`config.mk`:
```
export PLATFORM = sky130hd
export DESIGN_NAME = step_host_flat
export DESIGN_NICKNAME = d
export VERILOG_FILES = /design/src/logic/stepper_pkg.sv /design/src/logic/stepper_link.sv /design/src/logic/step_host.sv /design/src/flat_wrapper.sv
export SDC_FILE = /design/constraint.sdc
export NUM_CORES = 1
export LEC_CHECK = 0
export BUFFER_PORTS_ARGS = -buffer_cell sky130_fd_sc_hd__buf_2
export CELL_PAD_IN_SITES_DETAIL_PLACEMENT = 0
export CELL_PAD_IN_SITES_GLOBAL_PLACEMENT = 1
export CORE_UTILIZATION = 44
export CTS_CLUSTER_DIAMETER = 200
export CTS_CLUSTER_SIZE = 25
export DETAILED_ROUTE_END_ITERATION = 10
export PLACE_DENSITY_LB_ADDON = 0.1
export SYNTH_ARGS = -nofsm -noshare
export SYNTH_HDL_FRONTEND = slang
export SYNTH_SLANG_ARGS = --single-unit
```
`constraint.sdc`:
```
create_clock -name hclk -period 3.9 [get_ports hclk]
set_input_delay 0.195 -clock hclk [delete_from_list [all_inputs] [get_ports hclk]]
set_output_delay 0.195 -clock hclk [all_outputs]
set_load 0.005 [all_outputs]
```
`src/logic/stepper_pkg.sv`:
```
// Shared constants for the step-and-direction phase sequencer link.
// Assumes a single 125 MHz system clock on both ends.
package stepper_pkg;
   // ----------------------------------------
   // Clock and timing
   // ----------------------------------------
   localparam int CLK_PERIOD_NS = 8;
   localparam int CLEAR_MIN_NS  = 10000;
   localparam int PULSE_MIN_NS  = 10000;
   localparam int DIR_HOLD_NS   = 6250;
   localparam int MODE_HOLD_NS  = 5000;
   localparam int CLEAR_CYC =
      (CLEAR_MIN_NS + CLK_PERIOD_NS - 1) / CLK_PERIOD_NS;
   localparam int PULSE_CYC =
      (PULSE_MIN_NS + CLK_PERIOD_NS - 1) / CLK_PERIOD_NS;
   localparam int DIR_HOLD_CYC =
      (DIR_HOLD_NS + CLK_PERIOD_NS - 1) / CLK_PERIOD_NS;
   localparam int MODE_HOLD_CYC =
      (MODE_HOLD_NS + CLK_PERIOD_NS - 1) / CLK_PERIOD_NS;
   localparam int CNT_W = 12;

   // ----------------------------------------
   // Excitation index and phases
   // ----------------------------------------
   localparam logic [2:0] INIT_INDEX = 3'h0;
   localparam logic [3:0] PHASE_OFF  = 4'h0;
   // Phase bit order: {coil_two_neg, coil_two_pos, coil_one_neg, coil_one_pos}
   // Even index one coil half, odd index a pair; never both halves of a coil
   localparam logic [3:0] PHASE_TABLE [8] = '{
      4'h1, 4'h5, 4'h4, 4'h6, 4'h2, 4'hA, 4'h8, 4'h9};

   // ----------------------------------------
   // Host register map (AHB-Lite byte offsets)
   // ----------------------------------------
   localparam logic [7:0] REG_CTRL   = 8'h00;
   localparam logic [7:0] REG_STEPS  = 8'h04;
   localparam logic [7:0] REG_STATUS = 8'h08;
   localparam int CTRL_ENABLE  = 0;
   localparam int CTRL_DIR     = 1;
   localparam int CTRL_HALF    = 2;
   localparam int CTRL_RISE    = 3;
   localparam int CTRL_RUN     = 4;
   localparam int CTRL_PERIOD  = 16;
   localparam logic [15:0] PERIOD_RESET = 16'h0500;

   typedef enum {H_CLEAR, H_IDLE, H_HIGH, H_LOW} host_state_type;
endpackage : stepper_pkg

```
`src/logic/stepper_link.sv`:
```
// Link between host step controller and phase sequencer.
// Both ends share hclk and hresetn; all wires are plain levels.
`timescale 1ns/1ps
interface stepper_link;
   logic       system_clear_low;
   logic       step_clock;
   logic       rotation_direction;
   logic       excitation_select;
   logic       step_edge_select;
   logic       output_enable;
   logic [3:0] phases;

   modport host (
      output system_clear_low, step_clock, rotation_direction,
             excitation_select, step_edge_select, output_enable,
      input  phases
   );
   modport device (
      input  system_clear_low, step_clock, rotation_direction,
             excitation_select, step_edge_select, output_enable,
      output phases
   );
endinterface : stepper_link

```
`src/logic/step_host.sv`:
```
// Host end: AHB-Lite slave registers and step pulse generator.
// Assumes a single AHB-Lite master; all transfers are whole words.
//
// Added by the designer: the register addresses and register access over AHB-Lite.
`timescale 1ns/1ps
module step_host (
   input  wire logic        hclk,
   input  wire logic        hresetn,
   input  wire logic        hsel,
   input  wire logic [7:0]  haddr,
   input  wire logic [1:0]  htrans,
   input  wire logic        hwrite,
   input  wire logic [2:0]  hsize,
   input  wire logic [31:0] hwdata,
   input  wire logic        hready,
   output logic [31:0]      hrdata,
   output logic             hreadyout,
   output logic             hresp,
   stepper_link.host        link
);
   logic [31:0] ctrl_ff, nxt_ctrl;
   logic [15:0] steps_ff, nxt_steps;
   logic [7:0]  addr_ff, nxt_addr;
   logic        wr_ff, nxt_wr;
   logic [31:0] rdata_ff, nxt_rdata;
   stepper_pkg::host_state_type state_ff, nxt_state;
   logic [15:0] cnt_ff, nxt_cnt;
   logic        clk_ff, nxt_clk;
   logic        clr_ff, nxt_clr;
   logic [15:0] half;
   logic        take;
   logic [2:0]  lvl_ff;
   logic [2:0]  nxt_lvl;
   logic [2:0]  want;

   // ----------------------------------------
   // Bus slave: zero wait states
   // ----------------------------------------
   always_comb begin
      // Whole-word transfers only; other sizes are ignored
      take      = hsel & hready & htrans[1] & (hsize == 3'h2);
      nxt_wr    = take & hwrite;
      nxt_addr  = haddr;
      nxt_ctrl  = ctrl_ff;
      nxt_rdata = 32'h0000_0000;
      if (wr_ff && addr_ff == stepper_pkg::REG_CTRL) begin
         nxt_ctrl = hwdata;
      end
      if (take && !hwrite) begin
         unique case (haddr)
            stepper_pkg::REG_CTRL:   nxt_rdata = ctrl_ff;
            stepper_pkg::REG_STEPS:  nxt_rdata = {16'h0000, steps_ff};
            stepper_pkg::REG_STATUS: nxt_rdata = {27'h0, link.phases,
                                                  clr_ff};
            default:                 nxt_rdata = 32'h0000_0000;
         endcase
      end
   end

   // ----------------------------------------
   // Step generator
   // ----------------------------------------
   always_comb begin
      // Half period never below the minimum pulse width
      half = ctrl_ff[31:stepper_pkg::CTRL_PERIOD];
      if (half < 16'(stepper_pkg::PULSE_CYC)) begin
         half = 16'(stepper_pkg::PULSE_CYC);
      end
      nxt_state = state_ff;
      nxt_cnt   = cnt_ff + 16'h0001;
      nxt_clk   = clk_ff;
      nxt_clr   = clr_ff;
      nxt_steps = steps_ff;
      nxt_lvl   = lvl_ff;
      want      = {ctrl_ff[stepper_pkg::CTRL_DIR],
                   ctrl_ff[stepper_pkg::CTRL_HALF],
                   ctrl_ff[stepper_pkg::CTRL_RISE]};
      if (wr_ff && addr_ff == stepper_pkg::REG_STEPS) begin
         nxt_steps = hwdata[15:0];
      end
      unique case (state_ff)
         stepper_pkg::H_CLEAR: begin
            if (cnt_ff >= 16'(stepper_pkg::CLEAR_CYC)) begin
               nxt_clr   = 1'b1;
               nxt_cnt   = 16'h0000;
               nxt_state = stepper_pkg::H_IDLE;
            end
         end
         stepper_pkg::H_IDLE: begin
            // Levels move only here, then rest a hold time before a rise;
            // the direction hold is the longer one, so it covers mode too
            if (lvl_ff != want) begin
               nxt_lvl = want;
               nxt_cnt = 16'h0000;
            end else if (cnt_ff >= 16'(stepper_pkg::DIR_HOLD_CYC)) begin
               nxt_cnt = cnt_ff;
               if (ctrl_ff[stepper_pkg::CTRL_RUN]
                   && steps_ff != 16'h0000) begin
                  nxt_state = stepper_pkg::H_HIGH;
                  nxt_clk   = 1'b1;
                  nxt_cnt   = 16'h0000;
               end
            end
         end
         stepper_pkg::H_HIGH: begin
            if (cnt_ff >= half) begin
               nxt_clk   = 1'b0;
               nxt_cnt   = 16'h0000;
               nxt_steps = steps_ff - 16'h0001;
               nxt_state = stepper_pkg::H_LOW;
            end
         end
         stepper_pkg::H_LOW: begin
            if (cnt_ff >= half) begin
               // Levels unchanged since before the rise: no fresh wait
               nxt_cnt   = 16'(stepper_pkg::DIR_HOLD_CYC);
               // Software ramps period field to slow down before stop
               nxt_state = stepper_pkg::H_IDLE;
            end
         end
      endcase
   end

   always_ff @(posedge hclk or negedge hresetn) begin
      if (!hresetn) begin
         ctrl_ff  <= {stepper_pkg::PERIOD_RESET, 16'h0001};
         steps_ff <= 16'h0000;
         addr_ff  <= 8'h00;
         wr_ff    <= 1'b0;
         rdata_ff <= 32'h0000_0000;
         state_ff <= stepper_pkg::H_CLEAR;
         cnt_ff   <= 16'h0000;
         clk_ff   <= 1'b0;
         clr_ff   <= 1'b0;
         lvl_ff   <= 3'h0;
      end else begin
         ctrl_ff  <= nxt_ctrl;
         steps_ff <= nxt_steps;
         addr_ff  <= nxt_addr;
         wr_ff    <= nxt_wr;
         rdata_ff <= nxt_rdata;
         state_ff <= nxt_state;
         cnt_ff   <= nxt_cnt;
         clk_ff   <= nxt_clk;
         clr_ff   <= nxt_clr;
         lvl_ff   <= nxt_lvl;
      end
   end

   assign hrdata    = rdata_ff;
   assign hreadyout = 1'b1;
   assign hresp     = 1'b0;
   assign link.system_clear_low   = clr_ff;
   assign link.step_clock         = clk_ff;
   assign link.output_enable      = ctrl_ff[stepper_pkg::CTRL_ENABLE];
   assign link.rotation_direction = lvl_ff[2];
   assign link.excitation_select  = lvl_ff[1];
   assign link.step_edge_select   = lvl_ff[0];
endmodule : step_host

```
`src/flat_wrapper.sv`:
```
// flat-port wrapper written by rule: the top's interface ports become plain ports
module step_host_flat 
  (hclk, hresetn, hsel, haddr, htrans, hwrite, hsize, hwdata, hready, hrdata, hreadyout, hresp, link_system_clear_low, link_step_clock, link_rotation_direction, link_excitation_select, link_step_edge_select, link_output_enable, link_phases);
  stepper_link link_i ();
  input  wire logic hclk;
  input  wire logic hresetn;
  input  wire logic hsel;
  input  wire logic [7:0] haddr;
  input  wire logic [1:0] htrans;
  input  wire logic hwrite;
  input  wire logic [2:0] hsize;
  input  wire logic [31:0] hwdata;
  input  wire logic hready;
  output logic [31:0] hrdata;
  output logic hreadyout;
  output logic hresp;
  output wire logic [$bits(link_i.system_clear_low)-1:0] link_system_clear_low;
  output wire logic [$bits(link_i.step_clock)-1:0] link_step_clock;
  output wire logic [$bits(link_i.rotation_direction)-1:0] link_rotation_direction;
  output wire logic [$bits(link_i.excitation_select)-1:0] link_excitation_select;
  output wire logic [$bits(link_i.step_edge_select)-1:0] link_step_edge_select;
  output wire logic [$bits(link_i.output_enable)-1:0] link_output_enable;
  input wire logic [$bits(link_i.phases)-1:0] link_phases;
  assign link_system_clear_low = link_i.system_clear_low;
  assign link_step_clock = link_i.step_clock;
  assign link_rotation_direction = link_i.rotation_direction;
  assign link_excitation_select = link_i.excitation_select;
  assign link_step_edge_select = link_i.step_edge_select;
  assign link_output_enable = link_i.output_enable;
  assign link_i.phases = link_phases;
  step_host u_core (.hclk(hclk), .hresetn(hresetn), .hsel(hsel), .haddr(haddr), .htrans(htrans), .hwrite(hwrite), .hsize(hsize), .hwdata(hwdata), .hready(hready), .hrdata(hrdata), .hreadyout(hreadyout), .hresp(hresp), .link(link_i));
endmodule
```
==> run_results.csv <==
group,metric,value,unit
drt,drt-total-wl,12300,um
synthesis,postSynthAreaPerCell,10.4,um^2
grt,grt_max_degree,51,
drt,ant_nets,0,
floorplan,die_area,0.0130,mm^2
hold_path,hold_class,"primary input to flop",
outcome,run_status,"finished, final reports clean",
floorplan,core.rowCount,40,
clocking,htreeDepth,3,
drt,wl_per_cell,15.4,um
setup_path,startpoint_type,"flop",
sta,final_period_minus_worst_setup_slack,3490,ps
synthesis,postSynth.asyncResetShare,100,%
cells_and_area,most_frequent_cells_in_the_layout,"109 x dfrtp_1, 89 x buf_2, 63 x nor2_1, 41 x nand2_1, 32 x mux2_2",
drt,via_count,4154,
cells_and_area,diode_insertion_count_for_antenna_repair,0,
grt,global_route_wire_length_before_repair,20100,um
sta,finalHoldViolCount,0,
clocking,numClockSinks,112,
cells_and_area,layout-drive-gt1-share,24.5,%
clocking,clock_pin_slew_worst_setup_and_hold_paths,70,ps
cells_and_area,layout.cells.non_filler,800,
floorplan,io_pins,94,
synthesis,post_syn_area,0.00551,mm^2
placed_design,numPlacedInstances,777,
cells_and_area,area_delta_synth_final,17.9,%
setup_path,worstSetupEndpointType,"flop",
synthesis,postSynth.topFlopCell,"dfrtp_1",
sta,fin_skew,8.58,ps
synthesis,syn_inst,531,
synthesis,ys_types,54,
synthesis,postSynthRegisterBits,112,
sta,slew_headroom,46.0,%
synthesis,proportion_of_synthesized_chip_area_in_sequential_cells,50.9,%
sta,setup_violations,0,
clocking,cts-root-to-sink-buffers,2,
sta,setup_tns,0,ps
sta,tightestPinTransition,803,ps
setup_path,timing.critical_path.fanout_max,4,
clocking,numCtsBuffers,9,
placed_design,dp_hpwl,9010,um
clocking,clk-insertion-delay-late,350,ps
grt,grt_antenna_before_repair,0,
grt,grt_overflow,0,
floorplan,floorplan.core_area,0.0121,mm^2
placed_design,port_buffers,90,
drt,viasPerCell,5.19,
sta,max_freq,0.286,GHz
cells_and_area,layout.cells.most_common,"dfrtp_1",
placed_design,gp_congestion,0.775,
run,maxCapViolCount,0,
synthesis,synthesis.nets,610,
grt,grtUsageTotal,20.1,%
sta,layout_worst_path_cycle_share,89.6,%
clocking,cts_tree,"done",
grt,grt_pass1_vias,4061,
clocking,cts.repair_timing.setup_buffer_count,0,
floorplan,die_height,114,um
sta,drv_slew,0,
setup_path,worst_ep_required_time,4140,ps
power,power_density,332,mW/mm^2
floorplan,dieWidth,114,um
drt,detail_route.iter0.violations,181,
synthesis,synth_enable_flop_cells,0,
cells_and_area,final_util,53.7,%
setup_path,timing_worst_setup_path_type,"flop to flop",
floorplan,start_util,45.5,%
drt,number_of_iterations_in_the_first_detailed_routing_pass,4,
clocking,clock_tree.root_cell,"clkbuf_16",
sta,rsz0062_at_grt,"false",
drt,drcViolationCount,0,
power,p_leak,3.26,nW
synthesis,ys.warnings.count,0,
power,ir_drop,0.000221,V
setup_path,arrival,3730,ps
cells_and_area,n_fill_cell,1101,
cells_and_area,finish.net_count,706,
layer usage:
layer | track usage (%) | share of wire, % | vias to the layer above
met1 | 26.6 | 48 | 1989
met3 | 3.51 | 3.3 | 13
met4 | 7.36 | 1.5 | 0
met2 | 33.1 | 48 | 81
met5 | 0 | 0 | -
li1 | - | - | 2071
path summary, 6_finish.rpt:
path | startpoint | to | slack [ps] | depth (start not counted)
max in group asynchronous | hresetn | u_core.hrdata[14] | 2570 | 3
worst min-delay path | haddr[3] | u_core.addr_ff[3] | 40 | 1
worst max-delay path | u_core.ctrl_ff[20] | u_core.state_ff[1] | 410 | 13
worst min register to register | u_core.ctrl_ff[16] | u_core.hrdata[16] | 510 | 1
worst max register to register | u_core.ctrl_ff[20] | u_core.state_ff[1] | 410 | 13
min in group asynchronous | hresetn | u_core.cnt_ff[8] | 330 | 2
stage by stage:
step           hold slack, ps  setup slack, ps  cell area (um^2)  power (W)
2_1_floorplan            -101              627              5510    0.00124
3_3_place_gp              171              354              6140    0.00130
3_5_place_dp              177              272              6140    0.00130
4_1_cts                  20.7              269              6500    0.00219
5_1_grt                  29.5             44.4              6500    0.00225
6_report                 37.4              406              6500    0.00216
where the power goes:
group / internal (W) / total [W] / switching [W] / leakage [nW]
sequential: 0.00117 / 0.00119 / 0.0000134 / 1.46
clock: 0.000456 / 0.000881 / 0.000425 / 0.134
combinational: 0.0000407 / 0.0000946 / 0.0000539 / 1.66
total: 0.00167 / 0.00216 / 0.000492 / 3.26
final cells by class:
class                   count  area (um^2)  share of cell area, %
flip-flops and latches    112         2810                   43.2
multi-input cells         378         2540                   39.1
repair buffers            104          576                   8.85
clock buffers              11          243                   3.73
well taps                 168          210                   3.23
inverters                  22         82.6                   1.27
clock inverters             5         40.0                  0.616
logic make-up (layout without fill, tap and decap cells):
group / after synthesis / count (layout) / share of synthesized area, %
flip-flops: 112 / 112 / 50.9
buffers and inverters: 41 / 142 / 3.20
adder cells (fa/ha/maj): 25 / 25 / 5.67
other: 2 / 2 / 0.136
multiplexers: 49 / 49 / 9.62
AO/OA/AOI/OAI: 91 / 91 / 10.6
XOR/XNOR: 12 / 12 / 1.91
AND/OR/NAND/NOR: 199 / 199 / 17.9
registers in the layout, indices dropped and copies added, names as in the netlist:
register / cells
u_core.ctrl_ff: 32
u_core.wr_ff: 1
u_core.steps_ff: 16
u_core.cnt_ff: 16
u_core.state_ff: 2
u_core.link.step_clock: 1
u_core.addr_ff: 8
u_core.lvl_ff: 3
u_core.link.system_clear_low: 1
u_core.hrdata: 32
worst max-delay path, cell delays in order, from the launching register on:
cell,delay [ps]
dfrtp_1,410
nor4_1,270
nor2_1,80
o31ai_1,240
and2_1,240
nor2_1,60
ha_1,300
a21oi_1,130
o21ai_0,160
a2111o_1,480
o21ai_1,200
o21ai_0,230
o211ai_1,210
mux2_2,370
repair_timing:
item                                    in CTS  in global routing
hold buffers                                 7                  0
endpoints found under the setup margin       0                 12
gates resized for setup                      0                  2
endpoints found under the hold margin       36                  0
Yosys cell counts, types with 2 or more instances:
cell,n,area [um^2]
clkbuf_1,14,52.6
a21oi_1,28,140
nand2b_1,9,56.3
xor2_1,10,87.6
mux2i_1,17,170
buf_6,2,22.5
ha_1,25,313
nor4_1,7,43.8
dfstp_2,3,78.8
conb_1,2,7.51
nand3_1,10,50.1
and4_1,2,17.5
and3_1,7,43.8
nand2_1,41,154
o31ai_1,5,37.5
a211oi_1,3,22.5
inv_1,22,82.6
nand4b_1,2,17.5
a22oi_1,3,22.5
or3_1,8,50.1
o211ai_1,4,30.0
and2_1,15,93.8
o21ai_0,22,110
nor3_1,16,80.1
nand4_1,7,43.8
mux2_2,32,360
a311oi_1,12,105
xnor2_1,2,17.5
dfrtp_1,109,2730
buf_4,2,15.0
nor2b_1,2,12.5
a21o_1,3,22.5
nor2_1,64,240
Note: power is estimated with default switching activity, not from simulation.
